===== src/design/ecprv_pkg.sv =====
// Package: register map, field layout, states and structs of the ECP reverse engine
package ecprv_pkg;

  // Register byte offsets (APB, one word each)
  localparam logic [7:0] ECPRV_CTRL_OFF = 8'h00; // Mode enable, port direction
  localparam logic [7:0] ECPRV_HOLD_OFF = 8'h04; // Holding register, ninth bit set
  localparam logic [7:0] ECPRV_HALT_OFF = 8'h08; // Holding register, ninth bit clear
  localparam logic [7:0] ECPRV_STAT_OFF = 8'h0C; // Live flags
  localparam logic [7:0] ECPRV_TIME_OFF = 8'h10; // Pulse timing register
  localparam logic [7:0] ECPRV_IRQS_OFF = 8'h14; // Sticky events, clear on read
  localparam logic [7:0] ECPRV_IRQM_OFF = 8'h18; // Interrupt mask

  // Control field positions
  localparam int ECPRV_CTRL_EN_BIT = 0;
  localparam int ECPRV_CTRL_DIR_LSB = 8;

  // Status field positions
  localparam int ECPRV_ST_IDLE_BIT = 0;
  localparam int ECPRV_ST_REQ_BIT = 1;
  localparam int ECPRV_ST_FULL_BIT = 2;
  localparam int ECPRV_ST_DRIVE_BIT = 3;

  // Event bit positions in status and mask
  localparam int ECPRV_EV_ACT_RISE = 0;
  localparam int ECPRV_EV_ACT_FALL = 1;
  localparam int ECPRV_EV_TRN_RISE = 2;
  localparam int ECPRV_EV_TRN_FALL = 3;
  localparam int ECPRV_EV_ILLEGAL = 4;
  localparam int ECPRV_EV_W = 5;

  // Reset values
  localparam logic [7:0] ECPRV_DIR_RST = 8'hFF;       // All pins input
  localparam logic [15:0] ECPRV_TIME_RST = 16'h0064;  // Idle timeout in clocks
  localparam logic [4:0] ECPRV_MASK_RST = 5'h00;

  // Cycles waited after data is valid before strobe falls
  localparam int ECPRV_SETUP_CYC = 1;

  // Handshake states
  typedef enum logic [2:0] {
    ECPRV_OFF, ECPRV_WAIT, ECPRV_SETUP, ECPRV_STRB, ECPRV_ACKLO
  } ecprv_state_e;

  // Pin-facing inputs after synchronisation
  typedef struct packed {
    logic host_turnaround_req;  // Low asks us to drive
    logic session_active_in;
    logic host_ack_line;
  } ecprv_pins_s;

  // Edge events, one-cycle pulses
  typedef struct packed {
    logic act_rise;
    logic act_fall;
    logic trn_rise;
    logic trn_fall;
  } ecprv_edges_s;

endpackage : ecprv_pkg


===== src/design/ecprv_top.sv =====
// Peripheral-side ECP reverse transfer engine with APB registers
`timescale 1ns/1ps
module ecprv_top
  import ecprv_pkg::*;
(
  // Clock, reset, enable
  input wire logic pclk,
  input wire logic presetn,
  input wire logic ce,
  // APB slave
  input wire logic psel,
  input wire logic penable,
  input wire logic pwrite,
  input wire logic [7:0] paddr,
  input wire logic [31:0] pwdata,
  output logic [31:0] prdata,
  output logic pready,
  output logic pslverr,
  // Host-side pins
  input wire logic host_turnaround_pin,
  input wire logic session_active_pin,
  input wire logic host_ack_pin,
  // Data pins
  input wire logic [7:0] parallel_data_in,
  output logic [7:0] parallel_data_out,
  output logic [7:0] parallel_data_oe,
  // Peripheral outputs
  output logic peripheral_strobe_pin,
  output logic peripheral_ack_line,
  // Port data when not overridden
  input wire logic [7:0] port_data,
  // Interrupt, DMA request
  output logic irq,
  output logic transfer_request_flag
);
  import ecprv_pkg::*;

  // Engine state in one struct. The transfer register and the holding
  // register together are the only buffering: one byte on the pins and
  // one byte waiting. A further write before the first byte is done
  // simply overwrites the waiting byte, so software must pace itself
  // on the transfer request flag.
  typedef struct packed {
    ecprv_state_e fsm;
    logic [7:0] xfer;       // Transfer register byte
    logic xfer_ninth;       // Ninth bit of transfer register
    logic xfer_full;
    logic [7:0] hold;       // Holding register byte
    logic hold_ninth;
    logic hold_full;
    logic req;              // Transfer request flag
    logic idle;
    logic strobe;           // Peripheral strobe level
    logic [15:0] tmo;       // Idle timeout counter
    logic [7:0] setup;      // Setup clocks left
    logic [7:0] dout;
    logic [7:0] doe;
  } ecprv_eng_s;

  ecprv_eng_s st_r;
  ecprv_eng_s st_nxt;

  // Glue between the synchroniser, the register block and the engine
  ecprv_pins_s pins;           // Synchronised levels
  logic [2:0] rise;
  logic [2:0] fall;
  ecprv_edges_s edg;
  logic mode_en;
  logic [7:0] port_direction_reg;
  logic [15:0] pulse_timing_reg;
  logic hold_wr;
  logic hold_ninth_in;
  logic [7:0] hold_data;
  logic [ECPRV_EV_W-1:0] events;
  logic [3:0] live_flags;
  logic drive_en;

  // Pins from another domain pass three flops. The filter costs about
  // four clocks of latency on every host edge; at 20 MHz this is far
  // inside the host's own handshake pace, and it buys immunity to a
  // single sampled glitch on a long parallel cable.
  ecprv_sync #(.W(3)) u_sync (
    .pclk(pclk),
    .presetn(presetn),
    .ce(ce),
    .raw({host_turnaround_pin, session_active_pin, host_ack_pin}),
    // Idle levels: turnaround high, session down, host ack low
    .rst_val(3'b100),
    .level(pins),
    .rise(rise),
    .fall(fall)
  );

  // Bit order of the synchroniser: turnaround, session, host ack
  assign edg = '{act_rise: rise[1], act_fall: fall[1], trn_rise: rise[2], trn_fall: fall[2]};

  // Registers and interrupt. The register block owns the mode bit, the
  // direction register and the timeout; the engine only sees their values
  // and a one-cycle holding write strobe with its ninth bit.
  ecprv_apb u_apb (
    .pclk(pclk),
    .presetn(presetn),
    .ce(ce),
    .psel(psel),
    .penable(penable),
    .pwrite(pwrite),
    .paddr(paddr),
    .pwdata(pwdata),
    .prdata(prdata),
    .pready(pready),
    .pslverr(pslverr),
    .live_flags(live_flags),
    .events(events),
    .mode_en(mode_en),
    .port_direction_reg(port_direction_reg),
    .pulse_timing_reg(pulse_timing_reg),
    .hold_wr(hold_wr),
    .hold_ninth(hold_ninth_in),
    .hold_data(hold_data),
    .irq(irq)
  );

  // Events only count while the mode is on. Edges seen while the engine
  // is off are dropped rather than stored, so turning the mode on never
  // raises an interrupt for history that software cannot act on.
  always_comb begin
    events = '0;
    if (mode_en) begin
      events[ECPRV_EV_ACT_RISE] = edg.act_rise;
      events[ECPRV_EV_ACT_FALL] = edg.act_fall;
      events[ECPRV_EV_TRN_RISE] = edg.trn_rise;
      events[ECPRV_EV_TRN_FALL] = edg.trn_fall;
      // No legal termination exists here, so every session drop is
      // reported as illegal; software decides how to recover from it
      // and must not wait for a clean end of session.
      events[ECPRV_EV_ILLEGAL] = edg.act_fall;
    end
  end

  // Override only while host wants reverse data and session is up.
  // The override follows the filtered pin levels, so the pins are
  // released a few clocks after the host raises turnaround; the host
  // must not drive the data lines until then.
  assign drive_en = mode_en && !pins.host_turnaround_req && pins.session_active_in;

  // Software duty, not logic here: when the host raises turnaround,
  // software switches the controller back to forward transfers, lets
  // the lines settle and only then confirms the new direction to the
  // host. Nothing in this block times that wait.

  // Status view, top bit down: driving, transfer full, request, idle
  assign live_flags = {drive_en, st_r.xfer_full, st_r.req, st_r.idle};

  // Engine next state. Order matters below: the pin direction is worked
  // out first, then a holding write is applied, then the handshake state
  // may consume the held byte, and last of all a mode disable overrides
  // the state, strobe, request and idle flags so the engine can never be left mid-handshake.
  always_comb begin
    st_nxt = st_r;
    // Pin direction: override or follow direction register. A set
    // direction bit means input, hence the inversion into enables.
    if (drive_en) begin
      st_nxt.dout = st_r.xfer;
      st_nxt.doe = 8'hFF;
    end else begin
      st_nxt.dout = port_data;
      st_nxt.doe = ~port_direction_reg;
    end
    // A holding write always loads and drops the request. A write
    // while a byte is still held replaces it; there is no second slot.
    if (hold_wr) begin
      st_nxt.hold = hold_data;
      st_nxt.hold_ninth = hold_ninth_in;
      st_nxt.hold_full = 1'b1;
      st_nxt.req = 1'b0;
    end

    unique case (st_r.fsm)
      ECPRV_OFF: begin
        // Parked: strobe high, any held byte kept until entry, waiting for the mode bit
        st_nxt.strobe = 1'b1;
        if (mode_en) begin
          // Entry asks at once for the first byte and reports idle
          st_nxt.idle = 1'b1;
          st_nxt.req = 1'b1;
          st_nxt.hold_full = 1'b0;
          st_nxt.xfer_full = 1'b0;
          st_nxt.tmo = '0;
          st_nxt.fsm = ECPRV_WAIT;
        end
      end

      ECPRV_WAIT: begin
        // Transfer register is empty here; a held byte moves at once,
        // otherwise count towards idle until the timing register expires
        if (st_r.hold_full) begin
          // Move byte, then ask for the next one after a brief drop
          st_nxt.xfer = st_r.hold;
          st_nxt.xfer_ninth = st_r.hold_ninth;
          st_nxt.xfer_full = 1'b1;
          // A write landing now refills the holding register and wins
          st_nxt.hold_full = hold_wr;
          st_nxt.idle = 1'b0;
          st_nxt.req = !hold_wr;
          // Byte goes onto the pins now so the strobe trails it a clock
          if (drive_en) begin
            st_nxt.dout = st_r.hold;
          end
          st_nxt.tmo = '0;
          st_nxt.setup = 8'(ECPRV_SETUP_CYC);
          st_nxt.fsm = ECPRV_SETUP;
        end else if (!st_r.idle) begin
          // Count towards idle. The counter restarts whenever a byte
          // completes, so the interval runs from the end of the last
          // handshake rather than from the last write.
          if (st_r.tmo >= pulse_timing_reg) begin
            st_nxt.idle = 1'b1;
          end else begin
            st_nxt.tmo = st_r.tmo + 16'h0001;
          end
        end
      end

      ECPRV_SETUP: begin
        // One clock of data setup before strobe falls. Data and the ninth
        // bit went onto the pins when the byte moved, so this state only
        // spends the setup clocks.
        if (st_r.setup <= 8'h01) begin
          st_nxt.strobe = 1'b0;
          st_nxt.fsm = ECPRV_STRB;
        end else begin
          // Longer setup, should the setup constant be raised
          st_nxt.setup = st_r.setup - 8'h01;
        end
      end

      ECPRV_STRB: begin
        // Strobe is low; hold it until the filtered host ack goes high.
        // A host that never answers leaves us here until the mode is off.
        if (pins.host_ack_line) begin
          st_nxt.strobe = 1'b1;
          st_nxt.fsm = ECPRV_ACKLO;
        end
      end

      ECPRV_ACKLO: begin
        // Strobe is back high; the byte is done once host ack drops
        if (!pins.host_ack_line) begin
          // Byte done; reload if held, else wait
          st_nxt.xfer_full = 1'b0;
          st_nxt.tmo = '0;
          st_nxt.fsm = ECPRV_WAIT;
        end
      end
    endcase
    // Leaving the mode parks the engine. A held byte survives until the
    // next entry, which discards it so a new stream starts cleanly.
    if (!mode_en) begin
      st_nxt.fsm = ECPRV_OFF;
      st_nxt.strobe = 1'b1;
      st_nxt.req = 1'b0;
      st_nxt.idle = 1'b0;
    end
  end

  // Register engine state, frozen by clock enable. Reset parks the
  // engine with the strobe at its idle high level and nothing held.
  always_ff @(posedge pclk or negedge presetn) begin
    if (!presetn) begin
      st_r <= '{fsm: ECPRV_OFF, strobe: 1'b1, default: '0};
    end else if (ce) begin
      st_r <= st_nxt;
    end
  end

  // Outputs from flops; ninth bit drives ack line only in mode.
  // The ack line is gated by the mode bit so that a stale ninth bit
  // from the last byte never reaches the pin once software leaves the
  // mode; the gate is a single AND after two flops, free of glitches
  // for all practical purposes since both change on the same edge.
  assign parallel_data_out = st_r.dout;
  assign parallel_data_oe = st_r.doe;
  assign peripheral_strobe_pin = st_r.strobe;
  assign peripheral_ack_line = st_r.xfer_ninth & mode_en;
  assign transfer_request_flag = st_r.req;

endmodule : ecprv_top


===== src/design/ecprv_sync.sv =====
// Three-stage pin synchroniser with agreement filter and edge pulses
`timescale 1ns/1ps
module ecprv_sync
  import ecprv_pkg::*;
#(
  parameter int W = 3
) (
  // Clock and reset
  input wire logic pclk,
  input wire logic presetn,
  input wire logic ce,
  // Raw pins and reset level
  input wire logic [W-1:0] raw,
  input wire logic [W-1:0] rst_val,
  // Filtered level and edges
  output logic [W-1:0] level,
  output logic [W-1:0] rise,
  output logic [W-1:0] fall
);

  // All state in one struct
  typedef struct packed {
    logic [W-1:0] s1;
    logic [W-1:0] s2;
    logic [W-1:0] s3;
    logic [W-1:0] lvl;
    logic [W-1:0] rs;
    logic [W-1:0] fl;
    logic init;
  } ecprv_sync_s;

  ecprv_sync_s st_r;
  ecprv_sync_s st_nxt;

  // Level changes only when stages two and three agree
  always_comb begin
    st_nxt = st_r;
    st_nxt.s1 = raw;
    st_nxt.s2 = st_r.s1;
    st_nxt.s3 = st_r.s2;
    st_nxt.rs = '0;
    st_nxt.fl = '0;
    if (!st_r.init) begin
      // Adopt idle level without edges after reset; the later stages
      // start at that level too, so no edge is seen before the pin moves
      st_nxt.lvl = rst_val;
      st_nxt.s2 = rst_val;
      st_nxt.s3 = rst_val;
      st_nxt.init = 1'b1;
    end else begin
      for (int i = 0; i < W; i++) begin
        if (st_r.s2[i] == st_r.s3[i] && st_r.s3[i] != st_r.lvl[i]) begin
          st_nxt.lvl[i] = st_r.s3[i];
          st_nxt.rs[i] = st_r.s3[i];
          st_nxt.fl[i] = !st_r.s3[i];
        end
      end
    end
  end

  // Register, frozen by clock enable
  always_ff @(posedge pclk or negedge presetn) begin
    if (!presetn) begin
      st_r <= '0;
    end else if (ce) begin
      st_r <= st_nxt;
    end
  end

  assign level = st_r.lvl;
  assign rise = st_r.rs;
  assign fall = st_r.fl;

endmodule : ecprv_sync


===== src/design/ecprv_apb.sv =====
// APB slave: register file, clear-on-read events and interrupt
`timescale 1ns/1ps
module ecprv_apb
  import ecprv_pkg::*;
(
  // Clock and reset
  input wire logic pclk,
  input wire logic presetn,
  input wire logic ce,
  // APB
  input wire logic psel,
  input wire logic penable,
  input wire logic pwrite,
  input wire logic [7:0] paddr,
  input wire logic [31:0] pwdata,
  output logic [31:0] prdata,
  output logic pready,
  output logic pslverr,
  // Engine view
  input wire logic [3:0] live_flags,
  input wire logic [ECPRV_EV_W-1:0] events,
  output logic mode_en,
  output logic [7:0] port_direction_reg,
  output logic [15:0] pulse_timing_reg,
  output logic hold_wr,
  output logic hold_ninth,
  output logic [7:0] hold_data,
  output logic irq
);
  // Address check, used only for the slave error response
  function automatic logic ecprv_mapped(input logic [7:0] a);
    return a inside {ECPRV_CTRL_OFF, ECPRV_HOLD_OFF, ECPRV_HALT_OFF, ECPRV_STAT_OFF,
                     ECPRV_TIME_OFF, ECPRV_IRQS_OFF, ECPRV_IRQM_OFF};
  endfunction : ecprv_mapped

  typedef struct packed {
    logic en;
    logic [7:0] dir;
    logic [15:0] tim;
    logic [ECPRV_EV_W-1:0] sts;
    logic [ECPRV_EV_W-1:0] msk;
    logic [31:0] rd;
  } ecprv_regs_s;

  ecprv_regs_s st_r;
  ecprv_regs_s st_nxt;
  logic acc;

  // Zero-wait slave: access phase completes at once
  assign acc = psel && penable;
  assign pready = 1'b1;
  assign pslverr = acc && !ecprv_mapped(paddr);
  assign hold_wr = ce && acc && pwrite && (paddr == ECPRV_HOLD_OFF || paddr == ECPRV_HALT_OFF);
  assign hold_ninth = (paddr == ECPRV_HOLD_OFF);
  assign hold_data = pwdata[7:0];

  // Register writes, read data capture, sticky events
  always_comb begin
    st_nxt = st_r;
    if (acc && pwrite) begin
      unique case (paddr)
        ECPRV_CTRL_OFF: begin
          st_nxt.en = pwdata[ECPRV_CTRL_EN_BIT];
          st_nxt.dir = pwdata[ECPRV_CTRL_DIR_LSB +: 8];
        end
        ECPRV_TIME_OFF: st_nxt.tim = pwdata[15:0];
        ECPRV_IRQM_OFF: st_nxt.msk = pwdata[ECPRV_EV_W-1:0];
        default: ;
      endcase
    end
    if (psel && !penable && !pwrite) begin
      // Read data sampled in setup cycle
      unique case (paddr)
        ECPRV_CTRL_OFF: st_nxt.rd = {16'h0000, st_r.dir, 7'h00, st_r.en};
        ECPRV_STAT_OFF: st_nxt.rd = {28'h0000000, live_flags};
        ECPRV_TIME_OFF: st_nxt.rd = {16'h0000, st_r.tim};
        ECPRV_IRQS_OFF: st_nxt.rd = {27'h0000000, st_r.sts};
        ECPRV_IRQM_OFF: st_nxt.rd = {27'h0000000, st_r.msk};
        default: st_nxt.rd = 32'h00000000;
      endcase
    end
    // Read clears only what the setup cycle captured, so an event that
    // lands between setup and access is kept; a new event still wins
    if (acc && !pwrite && paddr == ECPRV_IRQS_OFF) begin
      st_nxt.sts = st_r.sts & ~st_r.rd[ECPRV_EV_W-1:0];
    end
    st_nxt.sts = st_nxt.sts | events;
  end

  always_ff @(posedge pclk or negedge presetn) begin
    if (!presetn) begin
      st_r <= '{en: 1'b0, dir: ECPRV_DIR_RST, tim: ECPRV_TIME_RST, sts: '0,
                msk: ECPRV_MASK_RST, rd: '0};
    end else if (ce) begin
      st_r <= st_nxt;
    end
  end

  assign prdata = st_r.rd;
  assign mode_en = st_r.en;
  assign port_direction_reg = st_r.dir;
  assign pulse_timing_reg = st_r.tim;
  assign irq = |(st_r.sts & st_r.msk);

endmodule : ecprv_apb


===== config.mk =====
export PLATFORM = sky130hd
export DESIGN_NAME = ecprv_top
export DESIGN_NICKNAME = d
export VERILOG_FILES = /design/src/design/ecprv_pkg.sv /design/src/design/ecprv_top.sv /design/src/design/ecprv_sync.sv /design/src/design/ecprv_apb.sv
export SDC_FILE = /design/constraint.sdc
export NUM_CORES = 1
export LEC_CHECK = 0
export BUFFER_PORTS_ARGS = -buffer_cell sky130_fd_sc_hd__buf_2
export CAP_MARGIN = 30
export CORE_ASPECT_RATIO = 1.5
export CORE_MARGIN = 5
export CORE_UTILIZATION = 51
export CTS_BUF_LIST = sky130_fd_sc_hd__clkbuf_16
export DETAILED_ROUTE_END_ITERATION = 6
export PLACE_DENSITY = 0.76
export SETUP_SLACK_MARGIN = 0.15
export SYNTH_ARGS = -nofsm -noshare
export SYNTH_HDL_FRONTEND = slang
export SYNTH_SLANG_ARGS = --single-unit

===== constraint.sdc =====
create_clock -name pclk -period 2.4 [get_ports pclk]
set_input_delay 0.48 -clock pclk [delete_from_list [all_inputs] [get_ports pclk]]
set_output_delay 0.48 -clock pclk [all_outputs]
set_load 0.01 [all_outputs]

==> results.md <==
* Routed len/inst at between 15 and 20 um
* Setup violation total in the final timing report at 0
* Pins over their slew limit at 0
* CP Launch Type: flop
* Antenna violations before repair at 0
* RSZ-0062 raised after global routing: yes
* Comb pwr share at 10.4%
* Hold Buf Count CTS at 0
* Commonest non-fill, non-tap cells in the layout: dfrtp_1 (122), buf_2 (77), nand2_1 (73), o21ai_0 (57), buf_4 (56)
* Fin crit share at 97.78%
* Relative slew slack at 51.78%
* FMAX at 426.1 MHz
* CP cell instances: inv_1, ha_1, a211oi_1, o21ai_2, a211o_2, buf_4, o31ai_1, a21oi_1
* Cell Pwr Density at 662.1 nW/um^2
* Part of the power in registers at between 40 and 50%
* Sink Count at ~130
* Vias in the first global route at between 6000 and 7000
* Hold Crit Class: input port to asynchronous set/reset pin
* Starting density of the core at between 50 and 60%
* Static leakage at 3.885 nW
* Fin crit period at between 2 and 2.5 ns
* Ratio of cells with drive above 1 in the final layout at 33.00%
* Routed WL at 18670 um
* Port bufs at 77
* Largest net degree at the start of global routing at 67
* Critical path fanouts, max at 7
* Critical Path AT at 2.62 ns
* Antenna-violating nets left at 0
* Clock Skews at 0.01009 ns
* Number of diodes at 0
* Final GP Congestion at between 0.9 and 1
* Total chip power at 5.665 mW
* CTS tree: done
* Nets at 877
* Detailed placer's ending HPWL at 13270 um
* Syn. warnings at 0
* Num CTS Buffers at 17
* Vias per Instance at 5.921
* FFs w/ async S/R, synth at between 90% and 100%
* DR vias at 5749
* Max_cap viols at 0
* Die area at 16570 um^2
* Io pins at 119
* DRC Markers at 0
* CP max stage delay at around 0.44 ns
* Skew-Pair Late Insertion Delay at approximately 0.42 ns
* Cells after synthesis at 704
* Area added between synthesis and finish at 19.44%
* Dpl cells at 926
* Htree depth at 4
* Clock power frac at 45.3%
* Status: finished clean
* Commonest non-fill, non-tap cell in the layout: dfrtp_1
* Yosys top cell area share at 42.61%
* Leading area contributor after synthesis: dfrtp_1
* CP endpoint kind: flop
* Row cnt at 53
* Internal at slightly above 4 mW
* Yosys cell types at 71
* Gr usage total at 23.22%
* Ys flop type: dfrtp_1
* Final Hold Fails at 0
* Switch share at 27.30%
* First-pass GRT wire length at 30250 um
* Synthesized area at between 7000 and 8000 um^2
* Max FFs per register at 46
* Seq/Total Area, Yosys at 47.01%
* Peak supply drop at 0.4343 mV
* Setup CP Type: flop to flop
* Grt ovf at 0
* Synth area leaders: dfrtp_1 (43%), mux2_2 (5.8%), buf_4 (5.1%), dfstp_2 (4.4%), o21ai_0 (4.1%)
* Worst slew pin tran at between 0.7 and 0.8 ns
* Number of flops mapped to enable cells by yosys at 0
* Worst path required time at 2.68 ns
* Final cell count without fillers at 971
* Die H at 155.2 um
* Clock Tree Buf Depth at 2
* CTS Root Cell: clkbuf_16
* P_sw at 1.546 mW
* Initial drt markers at just over 300
* Critical Path Slowest Stage Cell: a211o_2
* Clk slew on worst S/H paths at ~0.070 ns
* #FFs+latches synth at roughly 130
* Die width at 106.8 um
* Mean post-synth cell area at 10.18 um^2
* Core Footprint at 13930 um^2
* Drt first pass iters at 5
-- final cells by class --
type / count / area (um^2)
clock buffers: 17 / 425.4
clock inverters: 15 / 162.7
fillers: 1088 / 5369
inverters: 39 / 146.4
multi-input cells: 464 / 3379
flip-flops and latches: 134 / 3368
well taps: 165 / 206.4
repair buffers: 137 / 868.3
-- power groups by stage --
stage          logic (mW)  clock network (mW)  registers, mW
6_report            0.590                2.57           2.51
4_1_cts             0.582                2.59           2.51
5_1_grt             0.653                2.70           2.53
3_3_place_gp        0.523                   0           2.53
2_1_floorplan       0.332                   0           2.52
3_5_place_dp        0.551                   0           2.54
-- metal layers --
metal,GRT usage (%),vias to the layer above,routed length [um]
met5,0,-,0
met2,42.85,196,10140
met1,24.69,2857,6925
met4,12.13,0,814
li1,-,2637,-
met3,4.483,59,792
-- cells by family after synthesis --
logic type               after synthesis  share of synthesized area (%)
AO/OA/AOI/OAI                        168                          15.30
XOR/XNOR                               7                         0.8558
adder cells (fa/ha/maj)               19                          3.318
buffers and inverters                122                          9.361
flip-flops                           134                          47.01
multiplexers                          60                          9.693
other                                  2                         0.1048
AND/OR/NAND/NOR                      192                          14.36
-- synth_stat cells (3+ instances only) --
cell	number
a211o_1	3
a211oi_1	4
a21oi_1	22
a22o_1	7
a22oi_1	16
a31oi_1	12
and2_1	7
and3_1	3
and4_1	3
buf_2	11
buf_4	49
clkbuf_1	20
dfrtp_1	122
dfstp_2	12
ha_1	19
inv_1	39
mux2_2	37
mux2_4	7
mux2i_1	15
nand2_1	73
nand2b_1	8
nand3_1	16
nand4_1	9
nor2_1	30
nor2b_1	5
nor3_1	8
nor4_1	4
o2111ai_1	4
o211ai_1	7
o21a_1	6
o21ai_0	58
o31ai_1	7
o41ai_1	3
or4_1	7
xor2_1	7
-- repair_timing --
| item | CTS | global route |
|---|---|---|
| setup buffers | 9 | 2 |
| cloned | 2 | 0 |
| resized for setup | 24 | 10 |
| setup endpoints to repair | 19 | 21 |
| pin swaps | 19 | 4 |
-- through the flow --
| step | cell area [um^2] | setup slack [ns] | TNS (ns) | util, % | hold WS (ns) |
|---|---|---|---|---|---|
| finish | 8557 | 0.05337 | 0 | 61.45 | 0.02715 |
| global route | 8557 | -0.02397 | -0.03247 | 61.45 | 0.06333 |
| CTS | 8489 | 0.07304 | 0 | 60.96 | 0.04102 |
| detailed placement | 7692 | -0.07872 | -0.3984 | 55.24 | 0.4704 |
| global placement | 7692 | -0.02708 | -0.06047 | 55.24 | 0.4648 |
| floorplan | 7238 | 0.03087 | 0 | - | 0.1844 |
-- worst max-delay path, delay by kind of cell (launching register included) --
family,cells,cell delay [ns]
adder cells (fa/ha/maj),1,0.27
flip-flops,1,0.38
AO/OA/AOI/OAI,5,1.27
buffers and inverters,2,0.27
-- path summary, 6_finish.rpt --
kind,startpoint,to,slack [ns],cells past startpoint
max reg2reg,u_apb.pulse_timing_reg[15],st_r[37],0.05,8
max in group asynchronous,presetn,u_apb.port_direction_reg[0],1.59,2
min reg2reg,u_apb.prdata[6],u_apb.prdata[6],0.48,2
max,u_apb.pulse_timing_reg[15],st_r[37],0.05,8
min in group pclk,pwdata[13],u_apb.pulse_timing_reg[13],0.28,3
min,presetn,parallel_data_out[7],0.03,1
Note: power is estimated with default switching activity, not from simulation.
